### src/verilog/udc_pkg.sv
// Package of constants for the dual-input up/down counter
package udc_pkg;
    localparam int UDC_WIDTH = 4;
    localparam logic [3:0] UDC_ZERO = 4'h0;
    localparam logic [3:0] UDC_DEC_MAX = 4'h9;
    localparam logic [3:0] UDC_BIN_MAX = 4'hf;
    localparam logic [3:0] UDC_ONE = 4'h1;
endpackage : udc_pkg

### src/verilog/udc_edge_if.sv
// Interface carrying the unregistered count input levels and their rising-edge events
`timescale 1ns/1ps
interface udc_edge_if;
    logic up_lvl;
    logic dn_lvl;
    logic up_rise;
    logic dn_rise;
    modport det (output up_lvl, output dn_lvl, output up_rise, output dn_rise);
    modport core (input up_lvl, input dn_lvl, input up_rise, input dn_rise);
endinterface : udc_edge_if

### src/verilog/udc_edge_det.sv
// Rising-edge detector for the two count inputs
`timescale 1ns/1ps
module udc_edge_det
    import udc_pkg::*;
(
    input wire logic clk,
    input wire logic srst,
    input wire logic up_in,
    input wire logic dn_in,
    udc_edge_if.det eif
);
    typedef struct packed {
        logic up_d;
        logic dn_d;
    } udc_det_state_type;

    udc_det_state_type st_r;
    udc_det_state_type st_nxt;

    always_comb begin
        st_nxt.up_d = up_in;
        st_nxt.dn_d = dn_in;
    end

    // Idle level high, so reset keeps a high input from looking like an edge
    always_ff @(posedge clk) begin
        if (srst) begin
            st_r <= '{up_d: 1'b1, dn_d: 1'b1};
        end else begin
            st_r <= st_nxt;
        end
    end

    assign eif.up_lvl = up_in;
    assign eif.dn_lvl = dn_in;
    assign eif.up_rise = up_in & ~st_r.up_d;
    assign eif.dn_rise = dn_in & ~st_r.dn_d;
endmodule : udc_edge_det

### src/verilog/udc_counter.sv
// Four-bit up/down counter with clear, parallel load, carry and borrow
`timescale 1ns/1ps
// Function
// - Four-bit count, up, down and clear inputs
// - Clear zeroes count, overrides everything else
// - Load low copies data inputs to count
// - Decade up wraps nine to zero, carry
// - Decade down wraps zero to nine, borrow
// - Binary up wraps fifteen to zero, carry
// - Binary down wraps zero to fifteen, borrow
// - Count changes on rising edge of pulsed input
// - Preset acts while load low, ignoring counts
// - Clear is active high
// - Borrow follows count-down low phase at underflow
module udc_counter
    import udc_pkg::*;
#(
    parameter bit DECADE = 1'b0
) (
    // Clock and reset
    input wire logic CLK,
    input wire logic SRST,
    // Count and control inputs
    input wire logic COUNT_UP,
    input wire logic COUNT_DN,
    input wire logic CLEAR,
    input wire logic LOAD_N,
    input wire logic [UDC_WIDTH-1:0] DATA,
    // Count and cascade outputs
    output logic [UDC_WIDTH-1:0] Q,
    output logic CARRY_N,
    output logic BORROW_N
);
    localparam logic [3:0] TOP = DECADE ? UDC_DEC_MAX : UDC_BIN_MAX;

    // Terminal value depends on the variant, so one place decides it
    function automatic logic at_top(input logic [UDC_WIDTH-1:0] v);
        return v == TOP;
    endfunction : at_top

    typedef struct packed {
        logic [UDC_WIDTH-1:0] cnt;
        logic carry_n;
        logic borrow_n;
    } udc_state_type;

    udc_state_type st_r;
    udc_state_type st_nxt;

    udc_edge_if eif ();

    udc_edge_det u_edge (
        .clk(CLK),
        .srst(SRST),
        .up_in(COUNT_UP),
        .dn_in(COUNT_DN),
        .eif(eif)
    );

    // =====================================================
    // Next state
    always_comb begin
        st_nxt = st_r;
        if (CLEAR) begin
            st_nxt.cnt = UDC_ZERO;
        end else if (!LOAD_N) begin
            st_nxt.cnt = DATA;
        end else if (eif.up_rise && eif.dn_lvl) begin
            st_nxt.cnt = (st_r.cnt >= TOP) ? UDC_ZERO : st_r.cnt + UDC_ONE;
        end else if (eif.dn_rise && eif.up_lvl) begin
            st_nxt.cnt = (st_r.cnt == UDC_ZERO) ? TOP : st_r.cnt - UDC_ONE;
        end
        // Cascade outputs track the low phase of the count input at terminal value
        st_nxt.carry_n = ~(~COUNT_UP && COUNT_DN && at_top(st_nxt.cnt));
        st_nxt.borrow_n = ~(~COUNT_DN && COUNT_UP && st_nxt.cnt == UDC_ZERO);
        if (CLEAR || !LOAD_N) begin
            st_nxt.carry_n = 1'b1;
            st_nxt.borrow_n = 1'b1;
        end
    end

    // =====================================================
    // State register
    always_ff @(posedge CLK) begin
        if (SRST) begin
            st_r <= '{cnt: UDC_ZERO, carry_n: 1'b1, borrow_n: 1'b1};
        end else begin
            st_r <= st_nxt;
        end
    end

    assign Q = st_r.cnt;
    assign CARRY_N = st_r.carry_n;
    assign BORROW_N = st_r.borrow_n;

    // =====================================================
    // Checks
    AST_CLEAR_ZERO: assert property (@(posedge CLK) disable iff (SRST)
        CLEAR |=> (Q == UDC_ZERO)) else $error("Clear did not zero count");
    AST_LOAD: assert property (@(posedge CLK) disable iff (SRST)
        (!CLEAR && !LOAD_N) |=> (Q == $past(DATA))) else $error("Load not taken");
    AST_UP_STEP: assert property (@(posedge CLK) disable iff (SRST)
        (!CLEAR && LOAD_N && eif.up_rise && COUNT_DN && Q < TOP)
        |=> (Q == $past(Q) + UDC_ONE)) else $error("Up step wrong");
    AST_UP_WRAP: assert property (@(posedge CLK) disable iff (SRST)
        (!CLEAR && LOAD_N && eif.up_rise && COUNT_DN && Q == TOP)
        |=> (Q == UDC_ZERO)) else $error("Up wrap wrong");
    AST_DN_WRAP: assert property (@(posedge CLK) disable iff (SRST)
        (!CLEAR && LOAD_N && eif.dn_rise && COUNT_UP && Q == UDC_ZERO)
        |=> (Q == TOP)) else $error("Down wrap wrong");
    AST_HOLD: assert property (@(posedge CLK) disable iff (SRST)
        (!CLEAR && LOAD_N && !eif.up_rise && !eif.dn_rise) |=> $stable(Q))
        else $error("Count moved without edge");
    AST_CARRY: assert property (@(posedge CLK) disable iff (SRST)
        (!CLEAR && LOAD_N && Q == TOP && COUNT_DN && !COUNT_UP && !eif.up_rise
         && !eif.dn_rise) |=> !CARRY_N) else $error("Carry missing");
    AST_BORROW: assert property (@(posedge CLK) disable iff (SRST)
        (!CLEAR && LOAD_N && Q == UDC_ZERO && COUNT_UP && !COUNT_DN && !eif.dn_rise
         && !eif.up_rise) |=> !BORROW_N) else $error("Borrow missing");
    AST_CASCADE_IDLE: assert property (@(posedge CLK) disable iff (SRST)
        COUNT_UP && COUNT_DN |=> (CARRY_N && BORROW_N)) else $error("Cascade low at idle");

    // =====================================================
    // Counting steps and refusals
    AST_DN_STEP: assert property (@(posedge CLK) disable iff (SRST)
        (!CLEAR && LOAD_N && eif.dn_rise && COUNT_UP && !eif.up_rise
         && Q != UDC_ZERO)
        |=> (Q == $past(Q) - UDC_ONE))
        else $error("Down step wrong");
    AST_UP_ABOVE_TOP: assert property (@(posedge CLK) disable iff (SRST)
        (!CLEAR && LOAD_N && eif.up_rise && COUNT_DN && Q > TOP)
        |=> (Q == UDC_ZERO))
        else $error("Up from above top did not wrap");
    AST_UP_REFUSED: assert property (@(posedge CLK) disable iff (SRST)
        (!CLEAR && LOAD_N && eif.up_rise && !COUNT_DN && !eif.dn_rise)
        |=> $stable(Q))
        else $error("Up edge taken with down line low");
    AST_DN_REFUSED: assert property (@(posedge CLK) disable iff (SRST)
        (!CLEAR && LOAD_N && eif.dn_rise && !COUNT_UP && !eif.up_rise)
        |=> $stable(Q))
        else $error("Down edge taken with up line low");
    AST_UP_RISE_SRC: assert property (@(posedge CLK) disable iff (SRST)
        eif.up_rise
        |-> (COUNT_UP && !$past(COUNT_UP)))
        else $error("Up edge without a rising input");
    AST_DN_RISE_SRC: assert property (@(posedge CLK) disable iff (SRST)
        eif.dn_rise
        |-> (COUNT_DN && !$past(COUNT_DN)))
        else $error("Down edge without a rising input");

    // =====================================================
    // Clear and load priority
    AST_CLEAR_PRIO: assert property (@(posedge CLK) disable iff (SRST)
        (CLEAR && !LOAD_N)
        |=> (Q == UDC_ZERO))
        else $error("Load beat clear");
    AST_CLEAR_FLAGS: assert property (@(posedge CLK) disable iff (SRST)
        CLEAR
        |=> (CARRY_N && BORROW_N))
        else $error("Cascade low during clear");
    AST_CLEAR_HOLD: assert property (@(posedge CLK) disable iff (SRST)
        (CLEAR && $past(CLEAR))
        |-> (Q == UDC_ZERO))
        else $error("Count not low under clear");
    AST_LOAD_FLAGS: assert property (@(posedge CLK) disable iff (SRST)
        !LOAD_N
        |=> (CARRY_N && BORROW_N))
        else $error("Cascade low during load");
    AST_LOAD_OVER_COUNT: assert property (@(posedge CLK) disable iff (SRST)
        (!CLEAR && !LOAD_N && (eif.up_rise || eif.dn_rise))
        |=> (Q == $past(DATA)))
        else $error("Count pulse beat load");
    AST_LOAD_HOLD: assert property (@(posedge CLK) disable iff (SRST)
        (!LOAD_N && !$past(LOAD_N) && !$past(CLEAR) && !$past(SRST))
        |-> (Q == $past(DATA)))
        else $error("Count does not follow data under load");

    // =====================================================
    // Cascade outputs
    AST_CARRY_AT_TOP: assert property (@(posedge CLK) disable iff (SRST)
        !CARRY_N
        |-> at_top(Q))
        else $error("Carry away from top");
    AST_BORROW_AT_ZERO: assert property (@(posedge CLK) disable iff (SRST)
        !BORROW_N
        |-> (Q == UDC_ZERO))
        else $error("Borrow away from zero");
    AST_CARRY_SRC: assert property (@(posedge CLK) disable iff (SRST)
        !CARRY_N
        |-> (!$past(COUNT_UP) && $past(COUNT_DN)))
        else $error("Carry without up low phase");
    AST_BORROW_SRC: assert property (@(posedge CLK) disable iff (SRST)
        !BORROW_N
        |-> (!$past(COUNT_DN) && $past(COUNT_UP)))
        else $error("Borrow without down low phase");
    AST_CARRY_END: assert property (@(posedge CLK) disable iff (SRST)
        COUNT_UP
        |=> CARRY_N)
        else $error("Carry outlived up low phase");
    AST_BORROW_END: assert property (@(posedge CLK) disable iff (SRST)
        COUNT_DN
        |=> BORROW_N)
        else $error("Borrow outlived down low phase");
    AST_NOT_BOTH: assert property (@(posedge CLK) disable iff (SRST)
        (CARRY_N || BORROW_N))
        else $error("Carry and borrow low together");
    AST_WRAP_AFTER_CARRY: assert property (@(posedge CLK) disable iff (SRST)
        (!CARRY_N && !CLEAR && LOAD_N && eif.up_rise && COUNT_DN)
        |=> (Q == UDC_ZERO))
        else $error("No wrap after carry");
    AST_WRAP_AFTER_BORROW: assert property (@(posedge CLK) disable iff (SRST)
        (!BORROW_N && !CLEAR && LOAD_N && eif.dn_rise && COUNT_UP && !eif.up_rise)
        |=> (Q == TOP))
        else $error("No wrap after borrow");

    // =====================================================
    // Reset
    AST_RESET_VALUE: assert property (@(posedge CLK)
        SRST
        |=> (Q == UDC_ZERO && CARRY_N && BORROW_N))
        else $error("Reset values wrong");
    AST_RESET_RELEASE: assert property (@(posedge CLK)
        $fell(SRST)
        |-> (Q == UDC_ZERO && CARRY_N && BORROW_N))
        else $error("Wrong values at reset release");
endmodule : udc_counter

### config.mk
export PLATFORM = sky130hd
export DESIGN_NAME = udc_counter
export DESIGN_NICKNAME = d
export VERILOG_FILES = /design/src/verilog/udc_pkg.sv /design/src/verilog/udc_edge_if.sv /design/src/verilog/udc_edge_det.sv /design/src/verilog/udc_counter.sv
export SDC_FILE = /design/constraint.sdc
export NUM_CORES = 1
export LEC_CHECK = 0
export ABC_AREA = 1
export BUFFER_PORTS_ARGS = -buffer_cell sky130_fd_sc_hd__clkbuf_2
export CAP_MARGIN = 5
export CORE_AREA = 3 3 40 42
export DETAILED_ROUTE_END_ITERATION = 8
export DIE_AREA = 0 0 43 45
export MAX_ROUTING_LAYER = met4
export PLACE_DENSITY = 0.75
export SLEW_MARGIN = 15
export SYNTH_ARGS = -nofsm -noshare
export SYNTH_HDL_FRONTEND = slang
export SYNTH_SLANG_ARGS = --single-unit
### constraint.sdc
create_clock -name CLK -period 1.6 [get_ports CLK]
set_input_delay 0.32 -clock CLK [delete_from_list [all_inputs] [get_ports CLK]]
set_output_delay 0.32 -clock CLK [all_outputs]
set_load 0.01 [all_outputs]
==> results of run 1 <==
[cell families after synthesis]
family          share of synthesized area [%]
fa+ha+maj                               4.444
buf+inv                                 10.67
flops                                   28.44
simple gates                            51.56
compound gates                          4.890
[worst reg2reg max path, delay by kind of cell (launching register included)]
family                   cells  cell delay (ns)
AO/OA/AOI/OAI                1             0.12
adder cells (fa/ha/maj)      1             0.21
buffers and inverters        1             0.07
flip-flops                   1             0.37
AND/OR/NAND/NOR              7             0.52
[metrics by stage]
step           hold slack, ns  util [%]  cells  setup WS, ns
6_report               0.2967     53.16    127        0.1866
3_3_place_gp           0.5684     51.12    124        0.1702
3_5_place_dp           0.5648     51.12    124        0.1039
2_1_floorplan          0.3924         -     94        0.1374
4_1_cts                0.2933     52.87    127       0.09355
5_1_grt                0.2796     53.16    127       0.02254
[repair_timing]
action / CTS / global route
setup endpoints to repair: 0 / 3
gates resized for setup: 0 / 2
hold buffers: 0 / 0
[final cells by class]
cell class | count | area (um2)
multi-input cells | 71 | 345.3
clock buffers | 3 | 22.52
inverters | 14 | 52.55
well taps | 15 | 18.77
flip-flops and latches | 8 | 161.4
fillers | 134 | 601.8
repair buffers | 16 | 82.58
[layer usage]
metal	up-vias	track usage (%)	part of all wire, %
met1	263	16.91	43
met2	27	26.95	49
met4	0	15.06	2.2
li1	331	-	-
met5	-	-	0
met3	3	3.586	4.9
[power breakdown]
part           total, uW  switching [uW]  internal, uW  leakage, uW
clock                155            69.6          85.9    0.0000138
sequential           217            8.93           208    0.0000661
combinational        100            62.1          38.0     0.000281
total                472             141           332     0.000361
[state kept, by name, indices dropped and copies added (netlist names)]
name	count
u_edge.st_r	2
Q	4
CARRY_N	1
BORROW_N	1
[how the worst max path moves through the flow]
| stage | startpoint | end | slack [ns] | cells after the start |
|---|---|---|---|---|
| floorplan | Q[0] | BORROW_N | 0.14 | 10 |
| global placement | Q[1] | BORROW_N | 0.17 | 10 |
| detailed placement | Q[1] | BORROW_N | 0.10 | 10 |
| CTS | Q[1] | BORROW_N | 0.09 | 10 |
| global route | Q[0] | CARRY_N | 0.02 | 11 |
| finish | Q[1] | BORROW_N | 0.19 | 10 |
[cells in the mapped netlist]
cell type  number  share of area (%)
nor2_1         13                8.7
nand3_1        12                 11
nor2_2          2                2.2
a21oi_1         2                1.8
nand2_1        27                 18
o211ai_1        1                1.3
inv_1          14                9.3
buf_4           1                1.3
o21ai_0         2                1.8
nand2_2         4                4.4
ha_1            2                4.4
dfxtp_1         8                 28
nor3_1          3                2.7
nor2_4          1                2.0
nand4_1         1                1.1
nand3_2         1                1.8
==> impl_results.md, run 1 <==
- I/O pin count: 16
- Outcome: finished clean
- Wirelength per Cell: around 11 um
- PD cells: between 600 and 700 nW/um2
- Most common cell after layout, fill and taps aside: nand2_1
- Hold path startpoint: SRST
- Port bufs: 15
- RSZ-0062 raised after global routing: no
- Largest net degree at the start of global routing: 11
- Hold path depth: 2
- Final Max Slew Viols: 0
- CP Launch Type: flip-flop
- Gpl congestion: roughly 0.84
- Final Hold Viols: 0
- Placed Instance Area: between 600 and 700 um2
- WP buf/inv: 1
- Layout cell share with drive strength beyond 1: about 26%
- Overall Power: ~470 uW
- DR vias/cell: between 4 and 5
- Initial Utilization: between 40% and 50%
- Mapped Cells: 94
- Cell variety after synth: 16
- Reg clk slew, reported paths: about 0.05 ns
- GRT Total Usage: 16.65%
- Core area: ~1300 um2
- Worst Hold Endpoint: Q[1]
- Post-Route WL: approximately 1.3 mm
- Reg-to-Reg End: BORROW_N
- CP endpoint kind: flip-flop
- Final setup viols: 0
- TritonCTS buffer count: 3
- Root buffer cell: clkbuf_4
- Yosys warnings: 0
- Critical path's top delay family: simple AND/OR/NAND/NOR gates
- Initial DRC Count: 14
- TritonRoute pass-1 iters: 4
- FF-to-FF setup slack: between 0.15 and 0.2 ns
- Worst endpoint required time: 1.74 ns
- Initial antenna violation count: 0
- DP HPWL: around 1.1 mm
- R2R depth: 10
- Die extent in y: around 45 um
- Diode count: 0
- Routed Antenna Nets: 0
- Area Growth Syn to Fin: 21.33%
- CP max stage delay: between 0.3 and 0.4 ns
- Mean Syn Cell Area: around 6.0 um2
- Die ar.: ~1900 um2
- Seq/Total Area, Yosys: between 20% and 30%
- Final Instance Area: around 700 um2
- CP Cell Sequence: inv_1 -> ha_1 -> nand3_1 -> nor2_1 -> nor2_2 -> nand2_1 -> nand2_1 -> nand2_2 -> a21oi_1 -> nand3_1
- Hold WC Path Type: input port to flip-flop
- CTS Sinks: 8
- Layout net count: between 100 and 150
- Mapped Area: roughly 560 um2
- H-tree depth: 1
- Critical R2R Launch: Q[1]
- Number of global-route vias before repair: between 500 and 600
- Rows: 13
- Worst Path Max Fanout: 6
- Peak VDD IR: between 0.3 and 0.4 mV
- Maxcap violations: 0
- Final worst path period share: between 80% and 90%
- Chip Width: 43 um
- Setup Skew: between 0.004 and 0.005 ns
- Slew headroom: 82.83%
- Post-synthesis register bit count: 8
- DRC viols: 0
- Worst-margin pin slew: between 0.2 and 0.3 ns
- Maximum root-to-sink buffer count: 2
- Commonest non-fill, non-tap cells in the layout: 27 x nand2_1, 15 x clkbuf_2, 14 x inv_1
- Worst skew pair latency: 0.26 ns
- First-pass GRT wire length: roughly 2.2 mm
- Syn nets: roughly 110
- Leak: roughly 0.00036 uW
- CTS tree: yes
- Critical path class: flip-flop to flip-flop
- GRT overflow: 0
- WP data arrival: around 1.6 ns
- Setup tns final: 0 ns
- CP max stage cell: dfxtp_2
- Post-CTS setup buffer count: 0
- Fmax: roughly 710 MHz
- Minimum clock period: around 1.4 ns
- Vias: between 600 and 700
No activity file was read; power rests on OpenSTA's default activity.
==> inputs of run 2 (changes only) <==
--- a/config.mk
+++ b/config.mk
@@ -8,11 +8,14 @@
 export ABC_AREA = 1
 export BUFFER_PORTS_ARGS = -buffer_cell sky130_fd_sc_hd__clkbuf_2
 export CAP_MARGIN = 5
-export CORE_AREA = 3 3 40 42
+export CELL_PAD_IN_SITES_DETAIL_PLACEMENT = 2
+export CELL_PAD_IN_SITES_GLOBAL_PLACEMENT = 2
+export CORE_AREA = 3 3 53 55
 export DETAILED_ROUTE_END_ITERATION = 8
-export DIE_AREA = 0 0 43 45
+export DIE_AREA = 0 0 56 58
 export MAX_ROUTING_LAYER = met4
-export PLACE_DENSITY = 0.75
+export PLACE_DENSITY = 0.79
+export RECOVER_POWER = 100
 export SLEW_MARGIN = 15
 export SYNTH_ARGS = -nofsm -noshare
 export SYNTH_HDL_FRONTEND = slang
==> run 2 against run 1 <==
  * Critical path depth is 1 lower
  * Global-route usage is 3.5 points lower
  * Via count is 5.0% higher
  * Critical endpoint unchanged
  * Sequential share of layout area is 0.51 points lower
  * Cell count is 12% higher
  * Setup slack worse by 0.014 ns
  * Power is 1.0% higher
==> impl_results.md, run 2 (synthesized netlist as in run 1, its figures left out) <==
- Leak: approximately 0.00034 uW
- Slew headroom: between 80 and 90%
- Diode count: 0
- Core area: ~2400 um2
- TritonCTS buffer count: 3
- Switching Share: 30.52%
- PD cells: 683.1 nW/um2
- Initial Utilization: a little under a quarter
- DRC viols: 0
- Largest net degree at the start of global routing: 11
- Layout cell share with drive strength beyond 1: 22.32%
- Number of global-route vias before repair: around 740
- Gpl congestion: roughly 0.8
- CP max stage cell: dfxtp_2
- RSZ-0062 raised after global routing: no
- First-pass GRT wire length: roughly 3.2 mm
- Peak VDD IR: roughly 0.33 mV
- Final setup viols: 0
- Combinational Power Share: between 20% and 30%
- CP endpoint kind: flip-flop
- Final worst path period share: 89.22%
- CP Launch Type: flip-flop
- DR vias/cell: about 4.6
- GRT overflow: 0
- Commonest non-fill, non-tap cells in the layout: 26 x nand2_1, 14 x inv_1, 13 x nor2_1
- Outcome: finished clean
- CP max stage delay: about 0.37 ns
- CP Capture Point: BORROW_N
- WP data arrival: 1.57 ns
- DP HPWL: 1.511 mm
- Hold WC Path Type: input port to flip-flop
- Initial antenna violation count: 0
- Worst skew pair latency: around 0.25 ns
- Routed Antenna Nets: 0
- Crit. Startpoint: Q[1]
- Die extent in y: slightly below 60 um
- R2R depth: 9
- Max FFs per register: 4
- CP Cell Sequence: inv_1 -> ha_2 -> nand2_1 -> nand3_1 -> nand2_1 -> nand2_1 -> nand2_1 -> a21oi_1 -> nand3_1
- Port bufs: 15
- Most used cell along the critical path: nand2_1
- Reg clk slew, reported paths: roughly 0.060 ns
- Area Growth Syn to Fin: 24.00%
- Layout net count: approximately 130
- Worst-margin pin slew: 0.2495 ns
- Hold slack final: roughly 0.37 ns
- Maxcap violations: 0
- Maximum root-to-sink buffer count: 2
- P_int: roughly 330 uW
- Rows: 18
- Final Hold Viols: 0
- Critical R2R Launch: Q[1]
- Setup tns final: 0 ns
- Post-Route WL: around 1.8 mm
- CTS tree: yes
- Chip Width: 56 um
- GRT Total Usage: between 10% and 20%
- Root buffer cell: clkbuf_4
- Worst Path Max Fanout: 6
- I/O pin count: 16
- Vias: between 600 and 700
- TritonRoute pass-1 iters: 4
- Critical path class: flip-flop to flip-flop
- Initial DRC Count: 4
- Net Switching: ~150 uW
- H-tree depth: 1
- FF-to-FF setup slack: 0.17 ns
- Fmax: approximately 700 MHz
- CTS Sinks: 8
- Minimum clock period: about 1.4 ns
- Clock share of power: between 30% and 40%
- Worst endpoint required time: ~1.7 ns
- Post-CTS setup buffer count: 0
- Most common cell after layout, fill and taps aside: nand2_1
- Setup Skew: between 0.006 and 0.007 ns
- Die ar.: about 3200 um2
- Wirelength per Cell: around 12 um
- Final Max Slew Viols: 0
- Reg-to-Reg End: BORROW_N
- Seq pwr share: between 40 and 50%
-- run 2: per-layer routing --
metal	GRT usage (%)	part of all wire, %	routed length, um	vias up
li1	-	-	-	332
met1	14.75	44	780	300
met2	22.04	50	883	18
met3	3.118	3.7	66	5
met4	6.102	2.2	39	0
met5	-	0	0	-
-- run 2: what timing repair did --
item | 4_1_cts | 5_1_grt
resized for setup | 0 | 3
endpoints found under the hold margin | 0 | 0
endpoints found under the setup margin | 0 | 4
hold buffers | 0 | 0
-- run 2: worst min path at each step --
stage                     startpoint        endpoint  slack (ns)  depth (start not counted)
after global placement          SRST            Q[0]        0.58                          2
after detailed placement        SRST            Q[2]        0.58                          2
final                       COUNT_DN  u_edge.st_r[0]        0.37                          3
after CTS                       SRST            Q[1]        0.31                          2
after floorplan                 SRST            Q[0]        0.39                          1
after global routing        COUNT_DN  u_edge.st_r[0]        0.36                          3
-- run 2: layout make-up --
cell class	instances	area (um2)
multi-input combinational	71	347.8
sequential	8	161.4
tap	30	37.54
inverter	14	52.55
clock buffer	3	22.52
timing repair buffer	16	76.32
fill	321	1734
-- run 2: power groups by stage --
| stage | combinational [uW] | sequential [uW] | clock, uW |
|---|---|---|---|
| floorplan | 62.3 | 223 | 0 |
| global placement | 100 | 221 | 0 |
| detailed placement | 106 | 221 | 0 |
| CTS | 107 | 217 | 161 |
| global route | 123 | 219 | 179 |
| finish | 105 | 217 | 155 |
-- run 2: worst max-delay path, delay by kind of cell (launching register included) --
kind                     cells  cell delay (ns)
buffers and inverters        1             0.07
flip-flops                   1             0.37
adder cells (fa/ha/maj)      1             0.33
AND/OR/NAND/NOR              6             0.43
AO/OA/AOI/OAI                1             0.11
-- run 2: metrics by stage --
stage | worst slack, ns | power [uW] | utilization (%) | cells | instance area, um2
after global routing | 0.01526 | 520.6 | 28.70 | 142 | 698.2
after CTS | 0.08119 | 484.5 | 28.70 | 142 | 698.2
after floorplan | 0.1374 | 285.0 | - | 94 | 563.0
final | 0.1725 | 476.9 | 28.70 | 142 | 698.2
after detailed placement | 0.08625 | 326.9 | 27.78 | 139 | 675.6
after global placement | 0.1600 | 320.7 | 27.78 | 139 | 675.6
